--- config.mk ---
export PLATFORM = sky130hd
export DESIGN_NAME = global_control_registers
export DESIGN_NICKNAME = d
export VERILOG_FILES = /design/src/design/hub_ctrl_pkg.sv /design/src/design/i2c_line_events.sv /design/src/design/busy_timer.sv /design/src/design/global_control_registers.sv
export SDC_FILE = /design/constraint.sdc
export NUM_CORES = 1
export LEC_CHECK = 0
export BUFFER_PORTS_ARGS = -buffer_cell sky130_fd_sc_hd__buf_4
export CORE_ASPECT_RATIO = 0.75
export CORE_MARGIN = 2
export CORE_UTILIZATION = 60
export CTS_CLUSTER_SIZE = 40
export DETAILED_ROUTE_END_ITERATION = 12
export PLACE_DENSITY = 0.78
export SLEW_MARGIN = 20
export SYNTH_ARGS = -nofsm -noshare
export SYNTH_HDL_FRONTEND = slang
export SYNTH_SLANG_ARGS = --single-unit
--- constraint.sdc ---
create_clock -name sys_clk -period 2.89 [get_ports sys_clk]
set_input_delay 0.578 -clock sys_clk [delete_from_list [all_inputs] [get_ports sys_clk]]
set_output_delay 0.578 -clock sys_clk [all_outputs]
set_load 0.005 [all_outputs]
--- src/design/hub_ctrl_pkg.sv ---
// constants, field layouts and carrier types of the shared control bank
// assumes: one 100 MHz clock domain; the bank is reached over the two-wire bus
//
// Summary of operation
// [RULE_01] address field reads back address in use
// [RULE_02] select low: field read-only, shows strap
// [RULE_03] select high: written address becomes live
// [RULE_04] address select resets to zero
// [RULE_05] reload trigger restarts rom load, self-clears
// [RULE_06] host polls init-done after reload
// [RULE_07] init-done status set when load finishes
// [RULE_08] full reset clears logic and registers
// [RULE_09] keep-config reset clears logic only
// [RULE_10] host prefers keep-config reset
// [RULE_11] local master enable resets off
// [RULE_12] policy low, unlocked: transmit high impedance
// [RULE_13] policy high, unlocked: transmit rests lp11
// [RULE_14] idle select high, enable low: high impedance
// [RULE_15] unlocked, idle select low: drive hs0
// [RULE_16] parity check enable defaults on
// [RULE_17] refclk override forces clock present
// [RULE_18] revision register read-only, two nibbles
// [RULE_19] self-clear bits read zero, zero writes ignored
package hub_ctrl_pkg;
   // ==========================================
   // register offsets
   localparam logic [7:0] OFS_ADDR   = 8'h00;
   localparam logic [7:0] OFS_RESET  = 8'h01;
   localparam logic [7:0] OFS_CFG    = 8'h02;
   localparam logic [7:0] OFS_REV    = 8'h03;
   localparam logic [7:0] OFS_STATUS = 8'h04;
   // ==========================================
   // field positions
   localparam int ADDR_SEL_BIT     = 0;
   localparam int RELOAD_BIT       = 2;
   localparam int FULL_RST_BIT     = 1;
   localparam int KEEP_RST_BIT     = 0;
   localparam int MASTER_EN_BIT    = 5;
   localparam int OEN_MODE_BIT     = 4;
   localparam int OUT_EN_BIT       = 3;
   localparam int SLEEP_SEL_BIT    = 2;
   localparam int PARITY_EN_BIT    = 1;
   localparam int REFCLK_OVR_BIT   = 0;
   localparam int INIT_DONE_BIT    = 6;
   localparam int REFCLK_VALID_BIT = 4;
   // ==========================================
   // reset values and masks
   localparam logic [7:0] CFG_RESET = 8'h1e;
   localparam logic [7:0] CFG_MASK  = 8'h3f;
   localparam logic [2:0] SC_MASK   = 3'h7;
   // revision nibbles: arbitrary values
   localparam logic [3:0] SILICON_REV_DEFAULT = 4'h0;
   localparam logic [3:0] MASK_REV_DEFAULT    = 4'h0;
   // ==========================================
   // timing counts
   localparam int ROM_LOAD_CYCLES    = 64;
   localparam int RESET_PULSE_CYCLES = 4;
   // ==========================================
   // types
   typedef enum logic [3:0] {
      ST_IDLE, ST_ADDR, ST_ADDR_ACK, ST_PTR, ST_PTR_ACK,
      ST_WDATA, ST_WDATA_ACK, ST_RDATA, ST_RDATA_ACK
   } i2c_state_t;
   typedef enum logic [1:0] {TX_NORMAL, TX_HIZ, TX_HS0, TX_LP11} tx_state_t;
   typedef struct packed {
      i2c_state_t  state;
      logic [7:0]  shift;
      logic [3:0]  bitcnt;
      logic [7:0]  ptr;
      logic        rw;
      logic        nack;
      logic        drv;
   } i2c_ctx_t;
endpackage

--- src/design/i2c_line_events.sv ---
// bus condition detector for the two-wire control port
// assumes: scl and sda arrive synchronous to sys_clk
`timescale 1ns/1ps
`default_nettype none
module i2c_line_events (
   input  wire logic sys_clk,
   input  wire logic rstn,
   input  wire logic scl,
   input  wire logic sda,
   output logic      scl_rise,
   output logic      scl_fall,
   output logic      start,
   output logic      stop,
   output logic      sda_s
);
   logic scl_q;
   logic scl_qq;
   logic sda_qq;

   // two sample stages; idle bus is high
   always_ff @(posedge sys_clk or negedge rstn) begin
      if (!rstn) begin
         scl_q  <= 1'b1;
         scl_qq <= 1'b1;
         sda_s  <= 1'b1;
         sda_qq <= 1'b1;
      end else begin
         scl_q  <= scl;
         scl_qq <= scl_q;
         sda_s  <= sda;
         sda_qq <= sda_s;
      end
   end

   // sda moving while scl high marks start or stop
   assign scl_rise = scl_q & ~scl_qq;
   assign scl_fall = ~scl_q & scl_qq;
   assign start    = scl_q & scl_qq & sda_qq & ~sda_s;
   assign stop     = scl_q & scl_qq & ~sda_qq & sda_s;
endmodule
`default_nettype wire

--- src/design/busy_timer.sv ---
// one-shot timer: busy for LEN cycles after a start pulse
// assumes: start is a single-cycle pulse; a restart while busy reloads
`timescale 1ns/1ps
`default_nettype none
module busy_timer #(
   parameter int LEN = 4
) (
   input  wire logic sys_clk,
   input  wire logic rstn,
   input  wire logic start,
   output logic      busy
);
   logic [15:0] cnt_r;

   // load, count down, drop busy on zero
   always_ff @(posedge sys_clk or negedge rstn) begin
      if (!rstn) begin
         cnt_r <= 16'h0000;
         busy  <= 1'b0;
      end else if (start) begin
         cnt_r <= 16'(LEN - 1);
         busy  <= 1'b1;
      end else if (busy) begin
         cnt_r <= cnt_r - 16'h0001;
         busy  <= (cnt_r != 16'h0000);
      end
   end
endmodule
`default_nettype wire

--- src/design/global_control_registers.sv ---
// shared control bank: bus address, soft resets, top enables, revision
// assumes: host reaches it over the two-wire port; rom and rx locks outside
`timescale 1ns/1ps
`default_nettype none
module global_control_registers #(
   parameter int         ROM_LOAD    = hub_ctrl_pkg::ROM_LOAD_CYCLES,
   parameter int         RST_PULSE   = hub_ctrl_pkg::RESET_PULSE_CYCLES,
   parameter logic [3:0] SILICON_REV = hub_ctrl_pkg::SILICON_REV_DEFAULT,
   parameter logic [3:0] MASK_REV    = hub_ctrl_pkg::MASK_REV_DEFAULT
) (
   input  wire logic                    sys_clk,
   input  wire logic                    rstn,
   input  wire logic                    scl,
   input  wire logic                    sda_in,
   output logic                         sda_out,
   output logic                         sda_oe_n,
   input  wire logic [6:0]              strap_address,
   input  wire logic                    any_rx_locked,
   input  wire logic                    refclk_detected,
   output logic [6:0]                   own_bus_address,
   output logic                         local_master_en,
   output logic                         parity_check_en,
   output logic                         refclk_present,
   output var hub_ctrl_pkg::tx_state_t  tx_state,
   output logic                         logic_reset,
   output logic                         init_done,
   output logic                         rom_reload_active
);
   localparam int LOAD_BOUND = ROM_LOAD + 4;

   // ==========================================
   // declarations
   hub_ctrl_pkg::i2c_ctx_t ctx_r;
   hub_ctrl_pkg::i2c_ctx_t ctx_nxt;
   logic        ev_rise;
   logic        ev_fall;
   logic        ev_start;
   logic        ev_stop;
   logic        sda_s;
   logic        boot_r;
   logic [6:0]  strap_r;
   logic        sel_r;
   logic [6:0]  ovr_addr_r;
   logic [7:0]  cfg_r;
   logic [2:0]  sc_r;
   logic [2:0]  sc_nxt;
   logic        rom_busy;
   logic        rst_busy;
   logic        rom_start;
   logic        rst_start;
   logic        full_clear;
   logic        wr_fire;
   logic [7:0]  wr_addr;
   logic [7:0]  wr_data;
   logic        wr_addr_reg;
   logic        wr_reset_reg;
   logic        wr_cfg_reg;
   logic [6:0]  cur_addr;
   logic        bit8;
   logic        addr_match;
   logic [7:0]  rd_cur;
   logic [7:0]  rd_next;
   logic        hiz_w;
   logic        hs0_w;
   logic        lp11_w;
   hub_ctrl_pkg::tx_state_t tx_nxt;

   // ==========================================
   // line conditions and timers
   i2c_line_events u_events (
      .sys_clk  (sys_clk),
      .rstn     (rstn),
      .scl      (scl),
      .sda      (sda_in),
      .scl_rise (ev_rise),
      .scl_fall (ev_fall),
      .start    (ev_start),
      .stop     (ev_stop),
      .sda_s    (sda_s)
   );

   // rom load window; init-done stays low while it runs
   busy_timer #(.LEN(ROM_LOAD)) u_rom_timer (
      .sys_clk (sys_clk),
      .rstn    (rstn),
      .start   (rom_start),
      .busy    (rom_busy)
   );

   // width of the internal logic reset pulse
   busy_timer #(.LEN(RST_PULSE)) u_rst_timer (
      .sys_clk (sys_clk),
      .rstn    (rstn),
      .start   (rst_start),
      .busy    (rst_busy)
   );

   // ==========================================
   // register read decode
   function automatic logic [7:0] reg_read(input logic [7:0] a);
      logic [7:0] v;
      v = 8'h00;
      unique case (a)
         hub_ctrl_pkg::OFS_ADDR:   v = {cur_addr, sel_r};
         hub_ctrl_pkg::OFS_RESET:  v = {5'h00, sc_r};
         hub_ctrl_pkg::OFS_CFG:    v = cfg_r;
         // [RULE_18] fixed revision nibbles
         hub_ctrl_pkg::OFS_REV:    v = {SILICON_REV, MASK_REV};
         // [RULE_07] status shows load done
         hub_ctrl_pkg::OFS_STATUS: begin
            v[hub_ctrl_pkg::INIT_DONE_BIT]    = init_done;
            v[hub_ctrl_pkg::REFCLK_VALID_BIT] = refclk_present;
         end
         default:                  v = 8'h00;
      endcase
      return v;
   endfunction

   assign rd_cur  = reg_read(ctx_r.ptr);
   assign rd_next = reg_read(ctx_r.ptr + 8'h01);

   // ==========================================
   // address selection
   // [RULE_01] live address readback
   assign cur_addr   = sel_r ? ovr_addr_r : strap_r;
   assign bit8       = (ctx_r.bitcnt == 4'h8);
   assign addr_match = (ctx_r.shift[7:1] == cur_addr);

   // strap caught one clock after release, never under reset
   always_ff @(posedge sys_clk or negedge rstn) begin
      if (!rstn) begin
         boot_r  <= 1'b1;
         strap_r <= 7'h00;
      end else begin
         boot_r <= 1'b0;
         if (boot_r) begin
            strap_r <= strap_address;
         end
      end
   end

   // ==========================================
   // two-wire slave: pointer byte, then data with auto-increment
   always_comb begin
      ctx_nxt = ctx_r;
      if (ev_stop) begin
         ctx_nxt.state = hub_ctrl_pkg::ST_IDLE;
         ctx_nxt.drv   = 1'b0;
      end else if (ev_start) begin
         ctx_nxt.state  = hub_ctrl_pkg::ST_ADDR;
         ctx_nxt.bitcnt = 4'h0;
         ctx_nxt.drv    = 1'b0;
      end else if (ev_rise) begin
         if (ctx_r.state inside {hub_ctrl_pkg::ST_ADDR, hub_ctrl_pkg::ST_PTR,
                                 hub_ctrl_pkg::ST_WDATA}) begin
            ctx_nxt.shift = {ctx_r.shift[6:0], sda_s};
         end
         if (ctx_r.state inside {hub_ctrl_pkg::ST_ADDR, hub_ctrl_pkg::ST_PTR,
                                 hub_ctrl_pkg::ST_WDATA, hub_ctrl_pkg::ST_RDATA}) begin
            ctx_nxt.bitcnt = ctx_r.bitcnt + 4'h1;
         end
         if (ctx_r.state == hub_ctrl_pkg::ST_RDATA_ACK) begin
            ctx_nxt.nack = sda_s;
         end
      end else if (ev_fall) begin
         unique case (ctx_r.state)
            hub_ctrl_pkg::ST_IDLE: begin
            end
            // [RULE_03] responds on live address
            hub_ctrl_pkg::ST_ADDR: if (bit8) begin
               if (addr_match) begin
                  ctx_nxt.state = hub_ctrl_pkg::ST_ADDR_ACK;
                  ctx_nxt.drv   = 1'b1;
                  ctx_nxt.rw    = ctx_r.shift[0];
               end else begin
                  ctx_nxt.state = hub_ctrl_pkg::ST_IDLE;
               end
            end
            hub_ctrl_pkg::ST_ADDR_ACK: begin
               ctx_nxt.bitcnt = 4'h0;
               if (ctx_r.rw) begin
                  ctx_nxt.shift = rd_cur;
                  ctx_nxt.drv   = ~rd_cur[7];
                  ctx_nxt.state = hub_ctrl_pkg::ST_RDATA;
               end else begin
                  ctx_nxt.drv   = 1'b0;
                  ctx_nxt.state = hub_ctrl_pkg::ST_PTR;
               end
            end
            hub_ctrl_pkg::ST_PTR: if (bit8) begin
               ctx_nxt.ptr   = ctx_r.shift;
               ctx_nxt.drv   = 1'b1;
               ctx_nxt.state = hub_ctrl_pkg::ST_PTR_ACK;
            end
            hub_ctrl_pkg::ST_PTR_ACK: begin
               ctx_nxt.drv    = 1'b0;
               ctx_nxt.bitcnt = 4'h0;
               ctx_nxt.state  = hub_ctrl_pkg::ST_WDATA;
            end
            hub_ctrl_pkg::ST_WDATA: if (bit8) begin
               ctx_nxt.drv   = 1'b1;
               ctx_nxt.state = hub_ctrl_pkg::ST_WDATA_ACK;
            end
            hub_ctrl_pkg::ST_WDATA_ACK: begin
               ctx_nxt.drv    = 1'b0;
               ctx_nxt.bitcnt = 4'h0;
               ctx_nxt.ptr    = ctx_r.ptr + 8'h01;
               ctx_nxt.state  = hub_ctrl_pkg::ST_WDATA;
            end
            hub_ctrl_pkg::ST_RDATA: begin
               if (bit8) begin
                  ctx_nxt.drv   = 1'b0;
                  ctx_nxt.state = hub_ctrl_pkg::ST_RDATA_ACK;
               end else begin
                  ctx_nxt.shift = {ctx_r.shift[6:0], 1'b0};
                  ctx_nxt.drv   = ~ctx_r.shift[6];
               end
            end
            // master nack ends the read burst
            hub_ctrl_pkg::ST_RDATA_ACK: begin
               if (ctx_r.nack) begin
                  ctx_nxt.state = hub_ctrl_pkg::ST_IDLE;
               end else begin
                  ctx_nxt.ptr    = ctx_r.ptr + 8'h01;
                  ctx_nxt.shift  = rd_next;
                  ctx_nxt.drv    = ~rd_next[7];
                  ctx_nxt.bitcnt = 4'h0;
                  ctx_nxt.state  = hub_ctrl_pkg::ST_RDATA;
               end
            end
         endcase
      end
   end

   // slave state; open-drain pin only ever pulls low
   always_ff @(posedge sys_clk or negedge rstn) begin
      if (!rstn) begin
         ctx_r    <= '0;
         sda_out  <= 1'b0;
         sda_oe_n <= 1'b1;
      end else begin
         ctx_r    <= ctx_nxt;
         sda_out  <= 1'b0;
         sda_oe_n <= ~ctx_nxt.drv;
      end
   end

   // ==========================================
   // write decode: a data byte lands at its last falling edge
   assign wr_fire      = ev_fall & (ctx_r.state == hub_ctrl_pkg::ST_WDATA) & bit8;
   assign wr_addr      = ctx_r.ptr;
   assign wr_data      = ctx_r.shift;
   assign wr_addr_reg  = wr_fire & (wr_addr == hub_ctrl_pkg::OFS_ADDR);
   assign wr_reset_reg = wr_fire & (wr_addr == hub_ctrl_pkg::OFS_RESET);
   assign wr_cfg_reg   = wr_fire & (wr_addr == hub_ctrl_pkg::OFS_CFG);

   // [RULE_19] pending bits live one cycle
   assign sc_nxt     = wr_reset_reg ? (wr_data[2:0] & hub_ctrl_pkg::SC_MASK) : 3'h0;
   // [RULE_05] reload launch, also at power-on
   assign rom_start  = boot_r | sc_r[hub_ctrl_pkg::RELOAD_BIT];
   // [RULE_09] logic reset without clearing bank
   assign rst_start  = sc_r[hub_ctrl_pkg::FULL_RST_BIT] | sc_r[hub_ctrl_pkg::KEEP_RST_BIT];
   // [RULE_08] full reset also clears bank
   assign full_clear = sc_r[hub_ctrl_pkg::FULL_RST_BIT];

   // ==========================================
   // bank storage
   // [RULE_02] strap shown while select low
   // [RULE_04] select cleared on reset
   always_ff @(posedge sys_clk or negedge rstn) begin
      if (!rstn) begin
         sel_r      <= 1'b0;
         ovr_addr_r <= 7'h00;
         cfg_r      <= hub_ctrl_pkg::CFG_RESET;
         sc_r       <= 3'h0;
      end else begin
         sc_r <= sc_nxt;
         if (full_clear) begin
            sel_r <= 1'b0;
            cfg_r <= hub_ctrl_pkg::CFG_RESET;
         end else begin
            if (wr_addr_reg) begin
               sel_r <= wr_data[hub_ctrl_pkg::ADDR_SEL_BIT];
            end
            // [RULE_03] field writable only with select
            if (wr_addr_reg && wr_data[hub_ctrl_pkg::ADDR_SEL_BIT]) begin
               ovr_addr_r <= wr_data[7:1];
            end
            if (wr_cfg_reg) begin
               cfg_r <= wr_data & hub_ctrl_pkg::CFG_MASK;
            end
         end
      end
   end

   // ==========================================
   // transmit output policy: hi-z beats hs0 beats lp11
   // [RULE_12] unlocked, policy low
   // [RULE_14] sleep select without enable
   assign hiz_w  = (~any_rx_locked & ~cfg_r[hub_ctrl_pkg::OEN_MODE_BIT]) |
                   (cfg_r[hub_ctrl_pkg::SLEEP_SEL_BIT] & ~cfg_r[hub_ctrl_pkg::OUT_EN_BIT]);
   // [RULE_15] unlocked sleep state hs0
   assign hs0_w  = ~any_rx_locked & ~cfg_r[hub_ctrl_pkg::SLEEP_SEL_BIT];
   // [RULE_13] unlocked, port control keeps lp11
   assign lp11_w = ~any_rx_locked & cfg_r[hub_ctrl_pkg::OEN_MODE_BIT];
   assign tx_nxt = hiz_w  ? hub_ctrl_pkg::TX_HIZ :
                   hs0_w  ? hub_ctrl_pkg::TX_HS0 :
                   lp11_w ? hub_ctrl_pkg::TX_LP11 : hub_ctrl_pkg::TX_NORMAL;

   // registered outputs
   always_ff @(posedge sys_clk or negedge rstn) begin
      if (!rstn) begin
         own_bus_address   <= 7'h00;
         local_master_en   <= 1'b0;
         parity_check_en   <= 1'b1;
         refclk_present    <= 1'b0;
         tx_state          <= hub_ctrl_pkg::TX_NORMAL;
         logic_reset       <= 1'b0;
         init_done         <= 1'b0;
         rom_reload_active <= 1'b0;
      end else begin
         own_bus_address   <= cur_addr;
         // [RULE_11] master follows enable bit
         local_master_en   <= cfg_r[hub_ctrl_pkg::MASTER_EN_BIT];
         // [RULE_16] parity checker enable
         parity_check_en   <= cfg_r[hub_ctrl_pkg::PARITY_EN_BIT];
         // [RULE_17] override or detector
         refclk_present    <= cfg_r[hub_ctrl_pkg::REFCLK_OVR_BIT] | refclk_detected;
         tx_state          <= tx_nxt;
         logic_reset       <= rst_start | rst_busy;
         // [RULE_07] done once load window closes
         init_done         <= ~(rom_start | rom_busy);
         rom_reload_active <= rom_start | rom_busy;
      end
   end
endmodule
`default_nettype wire

== Word level (Yosys, flattened, before mapping) ==
Index checks and enable logic that the tools add are counted.

* Add/subtract/negate cells: 4
* Eq/ne operators: 29
* Multiplexer cells: 64
* Div/mod/pow operators: 0
* Bitwise gates (word level): 39
* Order comparisons: 0
* Reductions and logical operators: 28
* $mul: 0
* Shift operators: 0

{| class="wikitable"
|+ Operators by type and width
! operator !! count
|-
| $mux W16 || 4
|-
| $mux W8 || 6
|-
| $pmux W8 S3 || 2
|-
| $mux W4 || 9
|-
| $reduce_bool A16 Y1 || 2
|-
| $sub A16 B1 Y16 const B || 2
|-
| $pmux W4 S7 || 1
|-
| $mux W25 || 1
|-
| $pmux W4 S3 || 2
|-
| $reduce_and A7 Y1 || 3
|-
| $mux W20 || 1
|-
| $ne A4 B4 Y1 const B || 5
|-
| $mux W1 || 19
|-
| $not A1 Y1 || 17
|-
| $and A1 B1 Y1 || 16
|-
| $eq A4 B3 Y1 const B || 4
|-
| $eq A8 B1 Y1 const B || 2
|-
| $eq A8 B2 Y1 const B || 2
|-
| $eq A8 B3 Y1 const B || 2
|-
| $logic_not A8 Y1 || 2
|-
| $mux W12 || 1
|-
| $pmux W1 S3 || 4
|-
| $reduce_bool A3 Y1 || 4
|-
| $reduce_bool A4 Y1 || 3
|-
| other kinds (26) || 50
|}

* Latch bits: 0
* Word-level logic and storage cells: 194
* Bits in read-only memories: 0
* Flip-flop bits (word level): 108
* Memories: 0
* RAM bits: 0

== Logic depth before layout (Yosys ltp) ==
* Word-level depth: 11
* Mapped depth: 10
* Depth with buffers taken out: 8

== Hierarchy ==
Synthesis repeated with hierarchy kept, for this count alone.

* Cell total of the unflattened synthesis: 604
* Area, all modules: 5923.2 sq um

{| class="wikitable"
|+ By module, submodules not included
! module !! times used !! cells an instance !! area an instance (sq um)
|-
| global_control_registers || 1 || 420 || 4052.6
|-
| busy_timer at u_rst_timer || 1 || 91 || 870.8
|-
| busy_timer at u_rom_timer || 1 || 85 || 862.1
|-
| i2c_line_events || 1 || 8 || 137.6
|}

== Worst setup path after synthesis ==
OpenSTA, ideal clock, no wires.

* Kind: reg2reg
* From: reg ctx_r (netlist bit wr_addr[1])
* To: reg ctx_r[0] in the netlist's numbering
* Arrival time: 2.086 ns
* Path slack: 0.675 ns
* Period minus slack after synthesis: 2.215 ns
* Required time: 2.761 ns
* Path buffers: 1
* Cell stages (with the launch flop): 9
* Path through: dfrtp_1 -> ha_1 -> buf_2 -> and4_4 -> o21ai_1 -> a211oi_2 -> nor2b_1 -> a311oi_1 -> o41a_1

{| class="wikitable"
|+ RTL lines
! what !! line !! RTL
|-
| from (decl) || global_control_registers.sv:33 || <nowiki>hub_ctrl_pkg::i2c_ctx_t ctx_r;</nowiki>
|-
| from (signal assigned) || global_control_registers.sv:242 || <nowiki>ctx_r <= ctx_nxt;</nowiki>
|}

== Final worst setup path ==
* From: reg ctx_r (netlist bit wr_addr[0])
* To: reg sda_oe_n

* Cells in the longest elaborated chain, start to end: 11
* Elaborated cells on any way between the ends: 17
* Classes of those cells: add/sub: 1; eq/ne: 2; mux: 9; bitwise: 3; reduce/logical: 2

{| class="wikitable"
|+ Ends and longest elaborated chain
! what !! line !! RTL
|-
| $add A8 B1 Y8 || global_control_registers.sv:120 || <nowiki>assign rd_next = reg_read(ctx_r.ptr + 8'h01);</nowiki>
|-
| $eq A8 B2 Y1 or $logic_not A8 Y1 (tied branches) || global_control_registers.sv:103 || <nowiki>unique case (a)</nowiki>
|-
| $pmux W1 S2 || global_control_registers.sv:103 ||
|-
| $not A1 Y1 || global_control_registers.sv:226 || <nowiki>ctx_nxt.drv = ~rd_next[7];</nowiki>
|-
| $mux W1 || global_control_registers.sv:221 || <nowiki>if (ctx_r.nack) begin</nowiki>
|-
| $pmux W1 S6 * || global_control_registers.sv:166 || <nowiki>unique case (ctx_r.state)</nowiki>
|-
| $mux W1 * || global_control_registers.sv:165 || <nowiki>end else if (ev_fall) begin</nowiki>
|-
| $mux W1 * || global_control_registers.sv:153 || <nowiki>end else if (ev_rise) begin</nowiki>
|-
| $mux W1 * || global_control_registers.sv:149 || <nowiki>end else if (ev_start) begin</nowiki>
|-
| $mux W1 * || global_control_registers.sv:146 || <nowiki>if (ev_stop) begin</nowiki>
|-
| $not A1 Y1 * || global_control_registers.sv:244 || <nowiki>sda_oe_n <= ~ctx_nxt.drv;</nowiki>
|-
| to (signal assigned) || global_control_registers.sv:244 ||
|-
| to (decl) || global_control_registers.sv:16 || <nowiki>output logic sda_oe_n,</nowiki>
|}

Every way passes the cells marked *; elsewhere a longest branch is shown, timed or not.
A chain may end at the register's enable or synchronous reset.

==> metrics <==
Worst Hold Class=input port to async pin; Yosys warnings=0; family with the most delay on the worst path=compound AO/OA/AOI/OAI gates; Yosys reg bits=106; Post-CTS Setup Inserts=0; post-DP HPWL=9.85 mm; ANT nets after route=0; Post-Synthesis Cells=617; core outline area=9660 sq um; unrepaired setup endpoints after global routing=no; crit-path max FO=12; crit path kind=flip-flop to flip-flop; Worst setup EP type=flip-flop; P per Cell Area=483 nW/um^2; ant diodes=0; reg2reg end=sda_oe_n$_DFF_PN1_; flop-to-flop setup slack=240 ps; final period utilization=91.7%; CTS tree=done; WL/cell=18.3 um; WP data required=3110 ps; CP max stage cell=dfrtp_1; initial antenna violation count=0; leading cell type in the layout, fill and taps excluded=dfrtp_1; final-report setup violation count=0; Cell Area, Placed=6240 sq um; synthesized area=5960 sq um; clk buf depth=2; worst r2r src=wr_addr[0]$_DFFE_PN0P_; final RePlAce weighted congestion=0.949; # DRC=0; 1st-iter DRT viols=708; max_cap viols=0; sequential area share after synthesis=44.8%; Num CTS Buffers=9; standard-cell rows=31; startpoint types=flip-flop; Root Driver=clkbuf_16; synthesis-to-layout area growth=9.33%; Netlist cell types=77; Slew Limit Fails=0; Top Usage Layer GRT=met1; First-pass DRT Iterations=8; Finished Cell Area=6510 sq um; Buf/Inv on CP=0; M3 GR Usage=6.25%; Worst Max-Slew Pin Slew=639 ps; largest stage delay on the critical path=530 ps; met2 Usage GRT=37.4%; via count=4,803; run status=complete, no violations; htree depth=3; asr flop ratio synth=100%; FMAX=377 MHz; Worst Skew=5.25 ps; clk_lat worst skew=340 ps; area of the die=10,700 sq um; post-cts repair resize count=0; Storage cell area=2670 sq um; fin nets=657; first-pass GRT wire length=23.2 mm; Max-slew headroom=57.4%; vias in the first global route=4,541; Post-CTS Hold Fix Bufs=0; most frequent cells in the layout=dfrtp_1 (95), nand2_1 (66), nor2_1 (50); Via-to-Cell Ratio=6.25; biggest regs=u_rom_timer.cnt_r x16, u_rst_timer.cnt_r x16, ctx_r x11; total congestion overflow=0; number of synthesized flops with an enable pin=0; IO buf count=28; WL final=14.1 mm; Clk pin slew, worst setup/hold paths=70 ps; gr usage total=27.1%; Tmin final=2650 ps; met1 Resource Use GR=42.6%; largest net degree at the start of global routing=65; static leakage=0.00295 uW; Post-synth top flop=dfrtp_1; I/O Pins=30; DIE WIDTH=119 um; reg2reg path depth=7; final hold vios=0; crit-path cells=ha_1 > and4_4 > o21ai_1 > a211oi_2 > nor2b_1 > a311oi_1 > o41ai_1; Sink Count=106; fillcell total=753; layout cells sized above 1=16.5%; crit path DAT=2870 ps; DIE HEIGHT=90.3 um; Worst VDD drop=0.327 mV; Starting Density=61.7%; accumulated negative setup slack=0 ps; area of the multi-input gates=3040 sq um; final core occ=67.4%; Post-Syn Area per Cell=9.65 sq um
kinds of logic after synthesis:
group                    synth area share, %
flip-flops                              44.8
other                                 0.0630
multiplexers                            6.45
AO/OA/AOI/OAI                           15.6
buffers and inverters                   4.31
AND/OR/NAND/NOR                         21.3
XOR/XNOR                                5.00
adder cells (fa/ha/maj)                 2.52
cell type report:
cell class	count	share of cell area [%]
flip-flops and latches	106	40.9
multi-input cells	457	46.6
clock inverters	4	0.423
clock buffers	12	3.79
inverters	21	1.21
repair buffers	37	4.46
well taps	132	2.54
power breakdown:
group	leakage (uW)	internal, uW	total [uW]	switching (uW)
registers	0.00135	1550	1660	108
clock network	0.000137	613	1160	545
logic	0.00146	149	325	176
total	0.00295	2310	3140	829
worst max-delay path by stage:
stage	depth (start not counted)	slack [ps]	end	from
after floorplan	8	670	ctx_r[0]$_DFF_PN0_	wr_addr[1]$_DFFE_PN0P_
after global placement	7	440	ctx_r[0]$_DFF_PN0_	wr_addr[0]$_DFFE_PN0P_
after detailed placement	7	300	sda_oe_n$_DFF_PN1_	wr_addr[1]$_DFFE_PN0P_
after CTS	7	280	sda_oe_n$_DFF_PN1_	wr_addr[0]$_DFFE_PN0P_
after global routing	7	60	wr_data[0]$_DFFE_PN0P_	wr_addr[1]$_DFFE_PN0P_
final	7	240	sda_oe_n$_DFF_PN1_	wr_addr[0]$_DFFE_PN0P_
through the flow:
| stage | hold WS (ps) | std cells | setup slack [ps] | total power, uW |
|---|---|---|---|---|
| after global routing | 259 | 769 | 61.7 | 3260 |
| after detailed placement | 383 | 753 | 304 | 2010 |
| after floorplan | 282 | 618 | 675 | 1850 |
| final | 221 | 769 | 239 | 3140 |
| after CTS | 239 | 769 | 279 | 3160 |
| after global placement | 378 | 753 | 444 | 1990 |
routing by layer:
metal  wire [um]  vias up
li1            -     2222
met1        6750     2378
met2        6100      187
met3        1060       16
met4         144        0
met5           0        -
Yosys cell counts, types with 4 or more instances:
master    instances  area (sq um)
nand4_1           6          37.5
inv_1            21          78.8
a22o_1            7          61.3
or3_1            11          68.8
dfrtp_1          95          2380
nand3_1          16          80.1
dfstp_2          11           289
a21oi_1          38           190
and2_1            4          25.0
nor3_1           18          90.1
nand2_1          66           248
xnor2_1          20           175
mux2i_1          10           100
a222oi_1          6          60.1
o21ai_0          35           175
nor4_1            4          25.0
xor2_1           14           123
ha_1             12           150
a22oi_1           4          30.0
a31oi_1           5          31.3
mux2_4            9           135
clkbuf_1         15          56.3
nor2_1           50           188
a211o_1           4          35.0
and3_1           12          75.1
o21ai_1           9          45.0
nor2b_1          10          62.6
mux2_2           11           124
nand2b_1          6          37.5
buf_2            13          65.1
Note: power is estimated with default switching activity, not from simulation.
